--- src/core/scd_pkg.sv ---
// Constants, encodings and helpers shared by the SPI command decoder.
// Assumes 16-bit request and answer words with odd parity in bit 0.
package scd_pkg;

   // ---------------------------------------------------------------
   // Fixed command words and field layouts
   // ---------------------------------------------------------------
   localparam logic [15:0] CMD_ENTER_CONFIG = 16'h1880;
   localparam logic [15:0] CMD_ENTER_VERIFY = 16'h1140;
   localparam logic [15:0] CMD_LEAVE_CONFIG = 16'h1220;
   localparam logic [15:0] CMD_NOP          = 16'h1410;
   localparam logic [15:0] READ_MASK        = 16'hf07e;
   localparam logic [15:0] READ_MATCH       = 16'h002a;
   localparam logic [15:0] WRH_MASK         = 16'hfe00;
   localparam logic [15:0] WRH_MATCH        = 16'h4400;
   localparam logic [15:0] WRL_MASK         = 16'hf000;
   localparam logic [15:0] WRL_MATCH        = 16'ha000;
   localparam int          ADDR_LSB         = 7;
   localparam int          ADDR_MSB         = 11;
   localparam int          DATA_LSB         = 1;
   localparam int          WRH_DATA_MSB     = 8;
   localparam int          WRL_DATA_MSB     = 6;
   localparam int          WORD_MSB         = 15;
   localparam logic [15:0] INVALID_MSG_MASK = 16'h8000;
   localparam logic [15:0] WBUF_RESET       = 16'h0000;
   localparam logic [4:0]  ADDR_RESET       = 5'h00;
   localparam logic [1:0]  WRL_LOW_PAD      = 2'h0;

   // ---------------------------------------------------------------
   // Frame edge counting
   // ---------------------------------------------------------------
   localparam int          CNT_W            = 8;
   localparam logic [7:0]  CNT_MAX          = 8'hff;
   localparam logic [7:0]  CNT_ZERO         = 8'h00;
   localparam logic [3:0]  WORD_PHASE_ZERO  = 4'h0;

   // ---------------------------------------------------------------
   // Operating modes and answer sources
   // ---------------------------------------------------------------
   typedef enum logic [6:0] {
      MODE_DEFAULT     = 7'h01,
      MODE_ERROR       = 7'h02,
      MODE_CONFIG      = 7'h04,
      MODE_CONFIGURED  = 7'h08,
      MODE_ACTIVE      = 7'h10,
      MODE_VERIFY      = 7'h20,
      MODE_WEAK_ACTIVE = 7'h40
   } scd_mode_e;

   typedef enum logic [2:0] {
      ANS_STATUS = 3'h1,
      ANS_READ   = 3'h2,
      ANS_ERROR  = 3'h4
   } scd_answer_e;

   // Odd parity bit over a 15-bit payload
   function automatic logic scd_parity(input logic [14:0] payload);
      return ~(^payload);
   endfunction : scd_parity

   // Masked match of a received word against a command pattern
   function automatic logic scd_match(input logic [15:0] w, input logic [15:0] mask, input logic [15:0] value);
      return (w & mask) == value;
   endfunction : scd_match

endpackage : scd_pkg

--- src/core/scd_spi_command_decoder.sv ---
// SPI command decoder: mode commands, reads, two-step writes and answer selection.
// Assumes permission inputs answer combinationally for the address on permitAddr,
// and that register read data is valid whenever chip select falls.
//
// Overview of operation
// - Word 1880 enters configuration mode from default or error mode, else error.
// - Word 1140 enters verification mode from configuration mode, else error.
// - Word 1220 leaves configuration for configured mode, else error.
// - Word 1410 does nothing in any mode but is still validity checked.
// - Mode, no-operation and write commands answer with the primary status.
// - Read word is address<<7 | 002A | parity; answer is that register.
// - In active and weak active modes reads outside permitted set are errors.
// - Write-high 4400 | data<<1 | parity loads only the buffer upper byte.
// - Write-low fills low byte, writes whole buffer to register, clears buffer.
// - Write-low to an address not permitted in this mode is an error.
// - Write-low word is A000 | address<<7 | six data bits<<1 | parity.
// - Words carry odd parity in bit 0; fixed commands always need it.
// - Error drops the request, sets error flag, answers with invalid bit.
// - Answer to a request goes out in the following transfer.
`timescale 1ns/1ps
module scd_spi_command_decoder (
   input  wire logic               sys_clk,
   input  wire logic               arst_n,
   input  wire logic               spiCsN,
   input  wire logic               spiSclk,
   input  wire logic               spiMosi,
   output logic                    spiMiso,
   output logic                    spiMisoOe,
   input  wire logic               parityCheckEnable,
   input  wire logic [15:0]        primaryStatus,
   output logic [4:0]              permitAddr,
   input  wire logic               readPermit,
   input  wire logic               writePermit,
   output logic [4:0]              regReadAddr,
   input  wire logic [15:0]        regReadData,
   output logic                    regWriteValid,
   output logic [4:0]              regWriteAddr,
   output logic [15:0]             regWriteData,
   input  wire logic               modeSetValid,
   input  wire scd_pkg::scd_mode_e modeSetTo,
   output scd_pkg::scd_mode_e      opMode,
   output logic                    spiErrorFlag,
   output logic                    spiErrorPulse,
   input  wire logic               spiErrorClear
);

   // ---------------------------------------------------------------
   // Front end
   // ---------------------------------------------------------------
   logic [15:0] rxWord, answerWord, answerPayload;
   logic        frameDone, frameOk;
   scd_pkg::scd_answer_e answerSel;

   scd_spi_frontend u_frontend (
      .sys_clk    (sys_clk),
      .arst_n     (arst_n),
      .spiCsN     (spiCsN),
      .spiSclk    (spiSclk),
      .spiMosi    (spiMosi),
      .answerWord (answerWord),
      .spiMiso    (spiMiso),
      .spiMisoOe  (spiMisoOe),
      .rxWord     (rxWord),
      .frameDone  (frameDone),
      .frameOk    (frameOk)
   );

   assign permitAddr = rxWord[scd_pkg::ADDR_MSB:scd_pkg::ADDR_LSB];

   // ---------------------------------------------------------------
   // Answer word
   // ---------------------------------------------------------------
   always_comb begin
      unique case (answerSel)
         scd_pkg::ANS_READ:  answerPayload = regReadData;
         scd_pkg::ANS_ERROR: answerPayload = primaryStatus | scd_pkg::INVALID_MSG_MASK;
         default:            answerPayload = primaryStatus;
      endcase
      // Outgoing parity is always generated, whatever the check setting
      answerWord = {answerPayload[15:1], scd_pkg::scd_parity(answerPayload[15:1])};
   end

   // ---------------------------------------------------------------
   // Command decode
   // ---------------------------------------------------------------
   logic        isRead, isWriteHigh, isWriteLow, parityFail, restricted, errNow;
   logic [15:0] writeBuf, next_writeBuf, next_regWriteData;
   logic [4:0]  next_regReadAddr, next_regWriteAddr;
   logic        next_regWriteValid, next_spiErrorFlag;
   scd_pkg::scd_mode_e   next_opMode;
   scd_pkg::scd_answer_e next_answerSel;

   assign isRead      = scd_pkg::scd_match(rxWord, scd_pkg::READ_MASK, scd_pkg::READ_MATCH);
   assign isWriteHigh = scd_pkg::scd_match(rxWord, scd_pkg::WRH_MASK, scd_pkg::WRH_MATCH);
   assign isWriteLow  = scd_pkg::scd_match(rxWord, scd_pkg::WRL_MASK, scd_pkg::WRL_MATCH);
   assign parityFail  = parityCheckEnable & ~(^rxWord);
   assign restricted  = (opMode == scd_pkg::MODE_ACTIVE) || (opMode == scd_pkg::MODE_WEAK_ACTIVE);

   always_comb begin
      next_opMode        = opMode;
      next_answerSel     = answerSel;
      next_writeBuf      = writeBuf;
      next_regReadAddr   = regReadAddr;
      next_regWriteAddr  = regWriteAddr;
      next_regWriteData  = regWriteData;
      next_regWriteValid = 1'b0;
      errNow             = 1'b0;
      if (frameDone) begin
         // Fixed words compare all 16 bits, so their parity is checked even when disabled
         if (!frameOk || parityFail) begin
            errNow = 1'b1;
         end else if (rxWord == scd_pkg::CMD_ENTER_CONFIG) begin
            if (opMode == scd_pkg::MODE_DEFAULT || opMode == scd_pkg::MODE_ERROR) begin
               next_opMode = scd_pkg::MODE_CONFIG;
            end else begin
               errNow = 1'b1;
            end
         end else if (rxWord == scd_pkg::CMD_ENTER_VERIFY) begin
            if (opMode == scd_pkg::MODE_CONFIG) begin
               next_opMode = scd_pkg::MODE_VERIFY;
            end else begin
               errNow = 1'b1;
            end
         end else if (rxWord == scd_pkg::CMD_LEAVE_CONFIG) begin
            if (opMode == scd_pkg::MODE_CONFIG) begin
               next_opMode = scd_pkg::MODE_CONFIGURED;
            end else begin
               errNow = 1'b1;
            end
         end else if (rxWord == scd_pkg::CMD_NOP) begin
            errNow = 1'b0;
         end else if (isRead) begin
            if (restricted && !readPermit) begin
               errNow = 1'b1;
            end else begin
               next_regReadAddr = rxWord[scd_pkg::ADDR_MSB:scd_pkg::ADDR_LSB];
            end
         end else if (isWriteHigh) begin
            next_writeBuf[15:8] = rxWord[scd_pkg::WRH_DATA_MSB:scd_pkg::DATA_LSB];
         end else if (isWriteLow) begin
            if (!writePermit) begin
               errNow = 1'b1;
            end else begin
               next_regWriteAddr  = rxWord[scd_pkg::ADDR_MSB:scd_pkg::ADDR_LSB];
               next_regWriteData  = {writeBuf[15:8], rxWord[scd_pkg::WRL_DATA_MSB:scd_pkg::DATA_LSB],
                                     scd_pkg::WRL_LOW_PAD};
               next_regWriteValid = 1'b1;
               next_writeBuf      = scd_pkg::WBUF_RESET;
            end
         end else begin
            errNow = 1'b1;
         end
         // Errored requests leave mode and buffers untouched and answer with the invalid bit
         if (errNow) begin
            next_answerSel = scd_pkg::ANS_ERROR;
         end else if (isRead) begin
            next_answerSel = scd_pkg::ANS_READ;
         end else begin
            next_answerSel = scd_pkg::ANS_STATUS;
         end
      end
      // The outer mode machine has the last word over mode
      if (modeSetValid) begin
         next_opMode = modeSetTo;
      end
      // A new error in the clearing cycle keeps the flag set
      next_spiErrorFlag = errNow | (spiErrorFlag & ~spiErrorClear);
   end

   always_ff @(posedge sys_clk or negedge arst_n) begin
      if (!arst_n) begin
         opMode        <= scd_pkg::MODE_DEFAULT;
         answerSel     <= scd_pkg::ANS_STATUS;
         writeBuf      <= scd_pkg::WBUF_RESET;
         regReadAddr   <= scd_pkg::ADDR_RESET;
         regWriteAddr  <= scd_pkg::ADDR_RESET;
         regWriteData  <= scd_pkg::WBUF_RESET;
         regWriteValid <= 1'b0;
         spiErrorFlag  <= 1'b0;
         spiErrorPulse <= 1'b0;
      end else begin
         opMode        <= next_opMode;
         answerSel     <= next_answerSel;
         writeBuf      <= next_writeBuf;
         regReadAddr   <= next_regReadAddr;
         regWriteAddr  <= next_regWriteAddr;
         regWriteData  <= next_regWriteData;
         regWriteValid <= next_regWriteValid;
         spiErrorFlag  <= next_spiErrorFlag;
         spiErrorPulse <= errNow;
      end
   end

   logic goodFrame;
   assign goodFrame = frameDone && frameOk && !parityFail && !modeSetValid;
endmodule : scd_spi_command_decoder

--- src/core/scd_spi_frontend.sv ---
// SPI slave front end: pin synchronisers, edge finding, shift register, frame check.
// Assumes sys_clk is far faster than the SPI clock; pins are asynchronous to sys_clk.
`timescale 1ns/1ps
module scd_spi_frontend (
   input  wire logic        sys_clk,
   input  wire logic        arst_n,
   input  wire logic        spiCsN,
   input  wire logic        spiSclk,
   input  wire logic        spiMosi,
   input  wire logic [15:0] answerWord,
   output logic             spiMiso,
   output logic             spiMisoOe,
   output logic [15:0]      rxWord,
   output logic             frameDone,
   output logic             frameOk
);

   // ---------------------------------------------------------------
   // Synchronisers
   // ---------------------------------------------------------------
   logic csMeta, csSync, csLast;
   logic sclkMeta, sclkSync, sclkLast;
   logic mosiMeta, mosiSync;

   always_ff @(posedge sys_clk or negedge arst_n) begin
      if (!arst_n) begin
         csMeta   <= 1'b1;
         csSync   <= 1'b1;
         csLast   <= 1'b1;
         sclkMeta <= 1'b0;
         sclkSync <= 1'b0;
         sclkLast <= 1'b0;
         mosiMeta <= 1'b0;
         mosiSync <= 1'b0;
      end else begin
         csMeta   <= spiCsN;
         csSync   <= csMeta;
         csLast   <= csSync;
         sclkMeta <= spiSclk;
         sclkSync <= sclkMeta;
         sclkLast <= sclkSync;
         mosiMeta <= spiMosi;
         mosiSync <= mosiMeta;
      end
   end

   // ---------------------------------------------------------------
   // Shift register and edge counters
   // ---------------------------------------------------------------
   // Counters saturate so an overlong frame can never wrap into a legal count
   function automatic logic [scd_pkg::CNT_W-1:0] satInc(input logic [scd_pkg::CNT_W-1:0] c);
      return (c == scd_pkg::CNT_MAX) ? c : c + 1'b1;
   endfunction : satInc

   logic                      selected, csFall, csRise, sclkRise, sclkFall;
   logic [scd_pkg::CNT_W-1:0] riseCnt, fallCnt, next_riseCnt, next_fallCnt;
   logic [15:0]               next_rxWord;
   logic                      next_spiMiso, next_frameOk;

   assign selected = ~csSync;
   assign csFall   = csLast & ~csSync;
   assign csRise   = ~csLast & csSync;
   assign sclkRise = selected & ~sclkLast & sclkSync;
   assign sclkFall = selected & sclkLast & ~sclkSync;

   always_comb begin
      next_rxWord  = rxWord;
      next_spiMiso = spiMiso;
      next_riseCnt = riseCnt;
      next_fallCnt = fallCnt;
      next_frameOk = (riseCnt == fallCnt) && (riseCnt[3:0] == scd_pkg::WORD_PHASE_ZERO) &&
                     (riseCnt != scd_pkg::CNT_ZERO) && (riseCnt != scd_pkg::CNT_MAX);
      if (csFall) begin
         // Answer of the previous request is captured at select time
         next_rxWord  = answerWord;
         next_spiMiso = answerWord[scd_pkg::WORD_MSB];
         next_riseCnt = scd_pkg::CNT_ZERO;
         next_fallCnt = scd_pkg::CNT_ZERO;
      end else begin
         if (sclkRise) begin
            next_spiMiso = rxWord[scd_pkg::WORD_MSB];
            next_riseCnt = satInc(riseCnt);
         end
         // Bits shift through, so in a chain the last 16 received are ours
         if (sclkFall) begin
            next_rxWord  = {rxWord[14:0], mosiSync};
            next_fallCnt = satInc(fallCnt);
         end
      end
   end

   always_ff @(posedge sys_clk or negedge arst_n) begin
      if (!arst_n) begin
         rxWord    <= scd_pkg::WBUF_RESET;
         spiMiso   <= 1'b0;
         spiMisoOe <= 1'b0;
         riseCnt   <= scd_pkg::CNT_ZERO;
         fallCnt   <= scd_pkg::CNT_ZERO;
         frameDone <= 1'b0;
         frameOk   <= 1'b0;
      end else begin
         rxWord    <= next_rxWord;
         spiMiso   <= next_spiMiso;
         spiMisoOe <= selected;
         riseCnt   <= next_riseCnt;
         fallCnt   <= next_fallCnt;
         frameDone <= csRise;
         frameOk   <= next_frameOk;
      end
   end

endmodule : scd_spi_frontend

--- config.mk ---
export PLATFORM = sky130hd
export DESIGN_NAME = scd_spi_command_decoder
export DESIGN_NICKNAME = d
export VERILOG_FILES = /design/src/core/scd_pkg.sv /design/src/core/scd_spi_command_decoder.sv /design/src/core/scd_spi_frontend.sv
export SDC_FILE = /design/constraint.sdc
export NUM_CORES = 1
export LEC_CHECK = 0
export BUFFER_PORTS_ARGS = -buffer_cell sky130_fd_sc_hd__buf_4
export CAP_MARGIN = 20
export CORE_MARGIN = 2
export CORE_UTILIZATION = 40
export CTS_BUF_LIST = sky130_fd_sc_hd__clkbuf_8
export CTS_CLUSTER_DIAMETER = 40
export DETAILED_ROUTE_END_ITERATION = 8
export SYNTH_ARGS = -nofsm -noshare
export SYNTH_HDL_FRONTEND = slang
export SYNTH_HIERARCHICAL = 1
export SYNTH_SLANG_ARGS = --single-unit
--- constraint.sdc ---
create_clock -name sys_clk -period 2.7 [get_ports sys_clk]
set_clock_uncertainty 0.1 [all_clocks]
set_input_delay 0.675 -clock sys_clk [delete_from_list [all_inputs] [get_ports sys_clk]]
set_output_delay 0.675 -clock sys_clk [all_outputs]
set_load 0.05 [all_outputs]
==> results of run 1 <==
## synth_stat cells, types with 9 or more instances
library cell	number
nor2_1	19
mux2i_1	13
nand3_1	13
mux2_2	30
and3_1	9
o21ai_0	14
mux2_4	10
ha_1	22
nand4_1	10
nand2_1	27
dfrtp_1	84
a21oi_1	17
inv_1	47
a222oi_1	14
xnor2_1	32
## cell families (layout without fill, tap and decap cells)
kind of cell | count (synthesis) | after routing | share of synthesized area
AND/OR/NAND/NOR | 114 | 114 | 0.131
adder cells (fa/ha/maj) | 22 | 22 | 0.0551
XOR/XNOR | 39 | 39 | 0.0684
multiplexers | 54 | 54 | 0.126
other | 1 | 2 | 0.000751
buffers and inverters | 64 | 176 | 0.0569
flip-flops | 89 | 89 | 0.447
AO/OA/AOI/OAI | 78 | 78 | 0.115
## how the worst max path moves through the flow
stage                                     start                to  slack, ns  depth (start not counted)
after floorplan            u_frontend/rxWord[8]  regWriteData[10]       0.13                          9
after CTS                 u_frontend/rxWord[14]   regWriteData[2]       0.05                          9
after global placement    u_frontend/rxWord[14]   regWriteData[3]       0.16                          9
after detailed placement  u_frontend/rxWord[14]   regWriteData[2]       0.07                          9
final                     u_frontend/rxWord[14]   regWriteData[2]        0.1                         10
after global routing      u_frontend/rxWord[14]   regWriteData[2]     -0.002                         10
## cell type report
class                           instances  area (um^2)  area share
Clock buffer                            9          124      0.0199
Clock inverter                          7         86.3      0.0139
Inverter                               47          176      0.0284
Multi-Input combinational cell        309         2480       0.400
Sequential cell                        89         2240       0.361
Tap cell                              168          210      0.0338
Timing Repair Buffer                  113          891       0.143
## placed cells by master, fill, tap and decap left out, types with 4 or more instances in the layout
master,netlist,routed
nand4_1,10,10
a21oi_1,17,17
dfstp_2,5,5
and3_1,9,9
nor4_1,4,4
dfrtp_2,0,7
a222oi_1,14,14
buf_4,3,110
xnor2_1,32,32
dfrtp_1,84,77
xor2_1,7,7
o21ai_0,14,14
nor2_1,19,19
ha_1,22,22
nand3_1,13,13
inv_1,47,48
nand2_1,27,27
mux2i_1,13,13
clkbuf_8,0,9
mux2_4,10,10
nand2b_1,8,8
mux2_2,30,30
## metal layers
metal	up-vias	global-route usage	routed length [um]
li1	1847	-	-
met4	0	0.0524	143
met3	11	0.0340	486
met1	1828	0.236	5580
met2	91	0.281	5310
met5	-	0	0
## sequential cells by signal, summed over array words and instances, names as in the netlist, 3 cells and up
register,count
u_frontend/fallCnt,8
u_frontend/riseCnt,8
opMode,7
writeBuf,8
regReadAddr,5
answerSel,3
regWriteData,14
regWriteAddr,5
u_frontend/rxWord,16
## through the flow
| stage | util | setup TNS, ns |
|---|---|---|
| after floorplan | - | 0 |
| after global placement | 0.492 | 0 |
| after detailed placement | 0.492 | 0 |
| after CTS | 0.510 | 0 |
| after global routing | 0.513 | -0.00238 |
| final | 0.513 | 0 |
## power by group
| group | internal [mW] | switching, mW | total (mW) |
|---|---|---|---|
| clock network | 0.513 | 0.475 | 0.988 |
| registers | 1.42 | 0.0843 | 1.50 |
| logic | 0.371 | 0.483 | 0.853 |
## repair_timing
action                     in CTS  in global routing
resized for setup               0                  2
hold buffers                    0                  0
setup endpoints to repair       0                 22
buffers inserted                0                  1
==> summary.md, run 1 <==
| Metric | Value |
|---|---|
| CTS H-tree lvls | 3 |
| Critical path cell sequence | inv_1 -> ha_1 -> xnor2_1 -> xnor2_1 -> xnor2_1 -> a21oi_2 -> nor4b_4 -> buf_4 -> buf_12 -> mux2_2 |
| Area leader, netlist | dfrtp_1 |
| CP required | 2.86 ns |
| Hold crit path type | input pin to async pin |
| Post-synth top area share | 0.421 |
| Critical Path Max Stage Delay | between 0.4 and 0.5 ns |
| Initial antenna violation count | 0 |
| Post-DP HPWL | approximately 8700 um |
| Leak pwr | a little under 3 nW |
| FMAX | around 380 MHz |
| FF+latch count, synth | 89 |
| Final hold violations | 0 |
| Die ar. | around 13,000 um^2 |
| Number of global-route vias before repair | 3,771 |
| Non-Filler Instances | approximately 740 |
| Vias/cell | around 5 |
| Via count | 3,777 |
| Startpoint types | flip-flop |
| Reg2Reg Depth | 10 |
| Hold Slack | between 0.1 and 0.15 ns |
| Max-slew violation count | 0 |
| Max-cap violations | 0 |
| Synth-to-Final Area Change | 24.5% |
| Drt wl/cell | 15.5 um |
| DRT Pass-1 Iters | 4 |
| GRT Total Usage | 0.173 |
| Worst path slowest cell | dfrtp_2 |
| Yosys cell types | just over 60 |
| Worst EP arrival | approximately 2.8 ns |
| GPL Wtd Cong | between 0.8 and 0.9 |
| Status | finished, final reports clean |
| Area contributors post-synth | dfrtp_1, mux2_2, xnor2_1 |
| CTS tree | yes |
| Final Cell Area | 6210 um^2 |
| Core ar. | approximately 12,000 um^2 |
| 1st-iter DRT viols | 294 |
| Ant diodes | 0 |
| DP Area | a little under 6000 um^2 |
| Setup violators final | 0 |
| Clk sinks | slightly below 90 |
| Period utilization | 0.964 |
| Crit Path Max Fanout | 10 |
| Filler instances | 1,148 |
| Flop-to-flop setup slack | just under 0.1 ns |
| Post-synth EDFFs | 0 |
| Total power | about 3.3 mW |
| Mapped Cells | ~460 |
| First-pass GRT wire length | about 18,000 um |
| Global route overflow | 0 |
| Mean post-synth cell area | 10.8 um^2 |
| Antenna Nets Post-Route | 0 |
| Row cnt | 40 |
| WP buf/inv | 3 |
| CTS root buffer | clkbuf_8 |
| Final WS setup | between 0.09 and 0.1 ns |
| Die Wd | 116 um |
| Synth Cell Area | 4990 um^2 |
| Residual DRC | 0 |
| Maximum VDD drop | 201 uV |
| Top Family by Delay on Critical Path | XOR/XNOR gates |
| Main flop type after synthesis | dfrtp_1 |
| Die Y | between 100 and 150 um |
| Largest net degree at the start of global routing | 42 |
| Power per standard cell area | 538 nW/um^2 |
| Dpl ws | about 0.065 ns |
| Reg2Reg Capture Point | regWriteData[2] |
| Initial Util | 0.412 |
| Latest clock arrival within the worst-skew pair | between 0.3 and 0.4 ns |
| Overall routed net length | 11,500 um |
| Async set-or-reset flop fraction in the synthesized netlist | 1.00 |
| Setup crit end kind | flip-flop |
| CTS Buffer Depth | 2 |
| Most used cell, CP | xnor2_1 |
| Final worst path period need | 2.60 ns |
| CP Class | flip-flop to flip-flop |
| Share of cells above drive strength 1 | 0.334 |
| Num CTS Buffers | 9 |
| IO buf count | 87 |
| Total I/O pin count | 92 |
| Clk slew on worst S/H paths | around 0.09 ns |
| Synth warn | 6 |
| Nets@finish | 640 |
| Seq/Total Area, Yosys | 0.447 |
| Placed insts | around 720 |
| R2r startpoint | u_frontend/rxWord[14] |
Note: power is estimated with default switching activity, not from simulation.
==> run 2, diff against run 1 <==
Settings changed: CELL_PAD_IN_SITES_DETAIL_PLACEMENT set to 1, CELL_PAD_IN_SITES_GLOBAL_PLACEMENT set to 2, CORE_UTILIZATION 40 to 37, PLACE_DENSITY_LB_ADDON set to 0.1.
==> run 2 against run 1 <==
  * Setup slack improved by 0.026 ns
  * Largest cell class unchanged
  * Sequential share of layout area fell by 0.58 points
  * Sequential cell count did not move
  * Largest power group unchanged
  * Power rose by 8.7%
  * Utilization fell by 3.5 points
  * Global-route usage rose by 1.3 points
  * Register-to-register slack improved by 0.03 ns
  * Via count rose by 3.7%
  * Critical path depth did not move
  * Maximum frequency rose by 0.99%
  * Combinational power rose by 7.7%
  * Count of clock-buffer cells in the layout did not move
==> summary.md, run 2 (synthesis results as in run 1) <==
| Metric | Value |
|---|---|
| Status | finished, final reports clean |
| Commonest cells after routing, fill and taps aside | buf_4, dfrtp_1, inv_1, xnor2_1, mux2_2 |
| Most common cell after layout, fill and taps aside | buf_4 |
| Metal2 WL | 6550 um (+23%) |
| Num CTS Buffers | 9 (unchanged) |
| Residual DRC | 0 (unchanged) |
| DR top layer | met4 |
| CTS tree | yes |
| Setup violators final | 0 (unchanged) |
| Share of cells above drive strength 1 | 0.340 (+0.00519) |
| 1st-iter DRT viols | 195 (-34%) |
| Startpoint types | flip-flop |
| Biggest regs | u_frontend/rxWord (16), regWriteData (14) |
| Antenna Nets Post-Route | 0 (unchanged) |
| Clk sinks | 89 (unchanged) |
| Worst EP arrival | 2.74 ns (-0.02 ns) |
| CP Class | flip-flop to flip-flop |
| Post-DP HPWL | 9860 um (+14%) |
| Most flop-heavy register | u_frontend/rxWord |
| Nets@finish | 643 (+0.47%) |
| Largest net degree at the start of global routing | 36 (-14%) |
| Drt wl/cell | 17.5 um (+13%) |
| Routed wl met3 | 553 um (+14%) |
| Setup crit end kind | flip-flop |
| Via count | 3,915 (+3.7%) |
| Core ar. | 13,200 um^2 (+8.9%) |
| Vias/cell | 5.20 (+2.1%) |
| Die ar. | 14,400 um^2 (+7.8%) |
| Met1 Routed Length | 5850 um (+4.7%) |
| Overall routed net length | 13,200 um (+15%) |
| Period utilization | 0.955 (-0.00949) |
| GPL Wtd Cong | 0.797 (-4.1%) |
| Number of global-route vias before repair | 4,071 (+8.0%) |
| GRT Total Usage | 0.187 (+0.0131) |
| IO buf count | 87 (unchanged) |
| Most used cell, CP | xnor2_1 |
| Worst path slowest cell | dfrtp_1 |
| Top Family by Delay on Critical Path | XOR/XNOR gates |
| Synth-to-Final Area Change | 26.3% |
| Row cnt | 42 (+5.0%) |
| Layout Utilization | 0.478 (-0.0348) |
| Worst Max-Slew Pin Slew | roughly 0.51 ns |
| Ant diodes | 0 (unchanged) |
| Crit Path Max Fanout | 10 (unchanged) |
| Critical Path Max Stage Delay | 0.39 ns (-0.03 ns) |
| Power per standard cell area | 576 nW/um^2 (+7.1%) |
| CTS root buffer | clkbuf_8 |
| Final hold violations | 0 (unchanged) |
| Die Wd | 120 um (+3.8%) |
| Critical path cell sequence | inv_1 -> ha_1 -> xnor2_1 -> xnor2_1 -> xnor2_2 -> a21oi_2 -> nor4b_4 -> buf_4 -> clkbuf_16 -> mux2_4 |
| Max-slew violation count | 0 (unchanged) |
| Hold crit path type | input pin to async pin |
| CP required | 2.86 ns (about the same) |
| Die Y | 120 um (+3.8%) |
| CTS H-tree lvls | 3 (unchanged) |
| FMAX | 388 MHz (+0.99%) |
| Leak pwr | 2.99 nW (+1.5%) |
| DRT Pass-1 Iters | 9 (+5) |
| Final worst path period need | 2.58 ns (-0.0256 ns) |
| Max reg flops | 16 (unchanged) |
| First-pass GRT wire length | 20,900 um (+14%) |
| Max-cap violations | 0 (unchanged) |
| Latest clock arrival within the worst-skew pair | 0.38 ns (about the same) |
| Global route overflow | 0 (unchanged) |
| Clk slew on worst S/H paths | 0.09 ns (about the same) |
| Initial Util | 0.378 (-0.0337) |
| Hold Slack | 0.140 ns (+0.00382 ns) |
| Total I/O pin count | 92 (unchanged) |
| Initial antenna violation count | 0 (unchanged) |
| Maximum VDD drop | 227 uV (+13%) |
| Relative slew slack | 0.657 |
| WP buf/inv | 3 (unchanged) |
| CTS Buffer Depth | 2 (unchanged) |
-- run 2: area by class of cell --
class	instances	area, um^2
Fill cell	1469	6880
Multi-Input combinational cell	309	2490
Sequential cell	89	2240
Timing Repair Buffer	116	913
Tap cell	176	220
Inverter	47	176
Clock inverter	7	143
Clock buffer	9	124
-- run 2: worst paths after layout --
path                       cells past startpoint            startpoint                   to  slack, ns
max                                           10  u_frontend/rxWord[5]      regWriteData[5]       0.12
min                                            1                arst_n            opMode[4]       0.14
max in group asynchronous                      2                arst_n         writeBuf[15]       1.69
min in group sys_clk                           0   u_frontend/sclkMeta  u_frontend/sclkSync       0.26
min reg2reg                                    0   u_frontend/sclkMeta  u_frontend/sclkSync       0.26
max reg2reg                                   10  u_frontend/rxWord[5]      regWriteData[5]       0.12
-- run 2: per-layer routing --
| layer | vias up | global-route usage |
|---|---|---|
| met5 | - | 0 |
| met4 | 0 | 0.0750 |
| met3 | 18 | 0.0290 |
| met2 | 77 | 0.309 |
| met1 | 1969 | 0.244 |
| li1 | 1851 | - |
-- run 2: per-stage QoR --
step / power, mW / std cells / area (um^2) / setup slack, ns / setup TNS [ns]
detailed placement: 2.41 / 734 / 5990 / 0.115 / 0
global route: 3.82 / 753 / 6310 / -0.0586 / -0.861
floorplan: 2.07 / 462 / 5000 / 0.129 / 0
finish: 3.63 / 753 / 6310 / 0.123 / 0
global placement: 2.39 / 734 / 5990 / 0.184 / 0
CTS: 3.65 / 750 / 6260 / 0.0903 / 0
-- run 2: power breakdown --
group / leakage, nW / internal [mW] / switching (mW)
registers: 1.10 / 1.42 / 0.0837
logic: 1.76 / 0.402 / 0.518
clock network: 0.133 / 0.709 / 0.507
-- run 2: repair_timing --
item | 4_1_cts | 5_1_grt
setup buffers | 0 | 1
gates resized for setup | 0 | 2
hold buffers | 0 | 0
setup endpoints to repair | 0 | 9
==> run 3, diff against run 2 <==
Settings changed: CORE_MARGIN 2 to 1.5, CORE_UTILIZATION 37 to 33.
Clock period 2.7 ns to 2.3 ns, I/O delays scaled along.
==> run 3 against run 2 <==
  * The run now ends with DRC, setup timing left
  * Sequential share of layout area shrank 2.8 points
  * First-iteration DRC count grew 16%
  * Global-route usage fell by 1.1 points
  * Via count rose by 2.3%
  * Largest cell class unchanged
  * Highest routed layer unchanged
==> summary.md, run 3 (synthesis results as in run 1) <==
| Metric | Value |
|---|---|
| Status | finished, violations left |
| Clk slew on worst S/H paths | 0.09 ns (about the same) |
| Most common cell after layout, fill and taps aside | buf_4 |
| Failing checks | DRC, setup timing |
| Setup crit end kind | flip-flop |
| Synth-to-Final Area Change | 37.1% |
| Largest net degree at the start of global routing | 32 (-11%) |
| Global route overflow | 0 (unchanged) |
| Nets@finish | 678 (+5.4%) |
| Period utilization | 1.08 (+0.124) |
| Total I/O pin count | 92 (unchanged) |
| IO buf count | 87 (unchanged) |
| DP Area | 6290 um^2 (+5.0%) |
| Commonest cells after routing, fill and taps aside | buf_4, dfrtp_1, inv_1, nand2_1, xnor2_1 |
| Overall routed net length | 13,500 um (+2.4%) |
| Worst Max-Slew Pin Slew | 0.483 ns (-0.0243 ns) |
| Max-slew violation count | 0 (unchanged) |
| GPL Wtd Cong | 0.753 (-5.5%) |
| Setup violators final | 21 (+21) |
| Startpoint types | flip-flop |
| Row cnt | 44 (+4.8%) |
| Post-DP HPWL | 9930 um (+0.69%) |
| Initial antenna violation count | 0 (unchanged) |
| Biggest regs | u_frontend/rxWord (16), regWriteData (14) |
| Ant diodes | 0 (unchanged) |
| Die ar. | 15,900 um^2 (+10%) |
| CTS root buffer | clkbuf_8 |
| Most flop-heavy register | u_frontend/rxWord |
| Max reg flops | 16 (unchanged) |
| CTS tree | yes |
| Die Y | 126 um (+4.9%) |
| RSZ-0062 raised after global routing | true |
| Via count | 4,004 (+2.3%) |
| Total power | 4.27 mW (+18%) |
| CP required | 2.46 ns (-0.40 ns) |
| Num CTS Buffers | 9 (unchanged) |
| Maximum VDD drop | 243 uV (+6.9%) |
| Final WS setup | -0.180 ns (-0.303 ns) |
| Die Wd | 126 um (+4.9%) |
| Residual DRC | 7 (+7) |
| Max-cap violations | 0 (unchanged) |
| Critical path cell sequence | inv_2 -> ha_4 -> xnor2_2 -> xnor2_2 -> xnor2_2 -> a21oi_2 -> nor4b_4 -> buf_4 -> clkbuf_16 -> mux2_4 |
| Leak pwr | 3.19 nW (+6.5%) |
| Worst EP arrival | 2.64 ns (-0.10 ns) |
| Vias/cell | 5.03 (-3.3%) |
| Final hold violations | 0 (unchanged) |
| Latest clock arrival within the worst-skew pair | 0.37 ns (about the same) |
| Clk sinks | 89 (unchanged) |
| Worst path slowest cell | dfrtp_2 |
| GRT Total Usage | 0.175 (-0.0111) |
| CTS H-tree lvls | 3 (unchanged) |
| Antenna Nets Post-Route | 0 (unchanged) |
| 1st-iter DRT viols | 226 (+16%) |
| First-pass GRT wire length | 22,100 um (+5.5%) |
| Power per standard cell area | 624 nW/um^2 (+8.3%) |
| Core ar. | 14,600 um^2 (+11%) |
| Drt wl/cell | 17.0 um (-3.2%) |
| Hold Slack | 0.0421 ns (-0.0975 ns) |
| Critical Path Max Stage Delay | 0.45 ns (+0.06 ns) |
| CTS Buffer Depth | 2 (unchanged) |
| Final Cell Area | 6840 um^2 (+8.5%) |
| Relative slew slack | 0.673 (+0.0164) |
| DRT Pass-1 Iters | 8 (-1) |
| Initial Util | 0.341 (-0.0376) |
| CP Class | flip-flop to flip-flop |
| Share of cells above drive strength 1 | 0.443 (+0.103) |
| Hold crit path type | input pin to async pin |
| Number of global-route vias before repair | 4,372 (+7.4%) |
| FMAX | 403 MHz (+3.9%) |
| Most used cell, CP | xnor2_2 |
| Layout Utilization | 0.467 (-0.0108) |
| Crit Path Max Fanout | 5 (-5) |
| Final worst path period need | 2.48 ns (-0.0971 ns) |
-- run 3: changes by cell type in the layout (fill, tap and decap cells not counted), moves of 3 or more --
cell | before | now
buf_4 | 113 | 141
inv_2 | 1 | 14
inv_1 | 46 | 34
ha_1 | 22 | 12
ha_4 | 0 | 8
mux2_4 | 10 | 18
mux2_2 | 30 | 23
xnor2_1 | 31 | 25
xnor2_2 | 1 | 7
buf_12 | 2 | 5
buf_6 | 0 | 3
bufinv_16 | 4 | 1
-- run 3: layout make-up --
| class | instances | area [um^2] |
|---|---|---|
| Clock inverter | 6 | 60.1 |
| Tap cell | 184 | 230 |
| Clock buffer | 10 | 138 |
| Timing Repair Buffer | 151 | 1240 |
| Sequential cell | 89 | 2240 |
| Multi-Input combinational cell | 309 | 2760 |
| Fill cell | 1634 | 7800 |
| Inverter | 47 | 176 |
-- run 3: worst max-delay path: cells and delay by family (launching register included) --
family | cells | cell delay, ns
adder cells (fa/ha/maj) | 1 | 0.20
XOR/XNOR | 3 | 0.45
flip-flops | 1 | 0.45
buffers and inverters | 3 | 0.43
AO/OA/AOI/OAI | 1 | 0.16
AND/OR/NAND/NOR | 1 | 0.28
multiplexers | 1 | 0.30
-- run 3: metrics by stage --
stage	worst slack (ns)	setup TNS (ns)	std cells
after detailed placement	-0.297	-3.57	769
after global routing	-0.278	-4.26	796
after CTS	-0.137	-1.91	787
after global placement	-0.248	-2.99	769
final	-0.180	-2.00	796
after floorplan	-0.190	-3.54	462
-- run 3: where the power goes --
part	internal [mW]	leakage [nW]	switching [mW]
sequential	1.66	1.10	0.0942
combinational	0.709	1.98	0.687
clock	0.527	0.103	0.592
-- run 3: routing by layer --
layer | wire [um] | GRT usage
met3 | 603 | 0.0272
met1 | 6400 | 0.240
met2 | 6370 | 0.283
met4 | 152 | 0.0629
met5 | 0 | 0
-- run 3: final timing paths --
kind                                             from                   to  slack, ns  cells past startpoint
worst max-delay path            u_frontend/rxWord[11]      regWriteData[6]      -0.18                     10
worst min-delay path                           arst_n         spiErrorFlag       0.04                      1
worst max register to register  u_frontend/rxWord[11]      regWriteData[6]      -0.18                     10
worst min register to register    u_frontend/sclkMeta  u_frontend/sclkSync       0.26                      0
max in group asynchronous                      arst_n            opMode[1]       1.41                      3
min in group sys_clk                          spiSclk  u_frontend/sclkMeta       0.21                      1
-- run 3: what timing repair did --
item                                    in CTS  in global routing
pin swaps                                    2                 10
endpoints found under the hold margin        0                  0
resized for setup                           14                 31
cloned                                       0                  3
buffers inserted                             2                  7
hold buffers                                 0                  0
endpoints found under the setup margin      33                 42
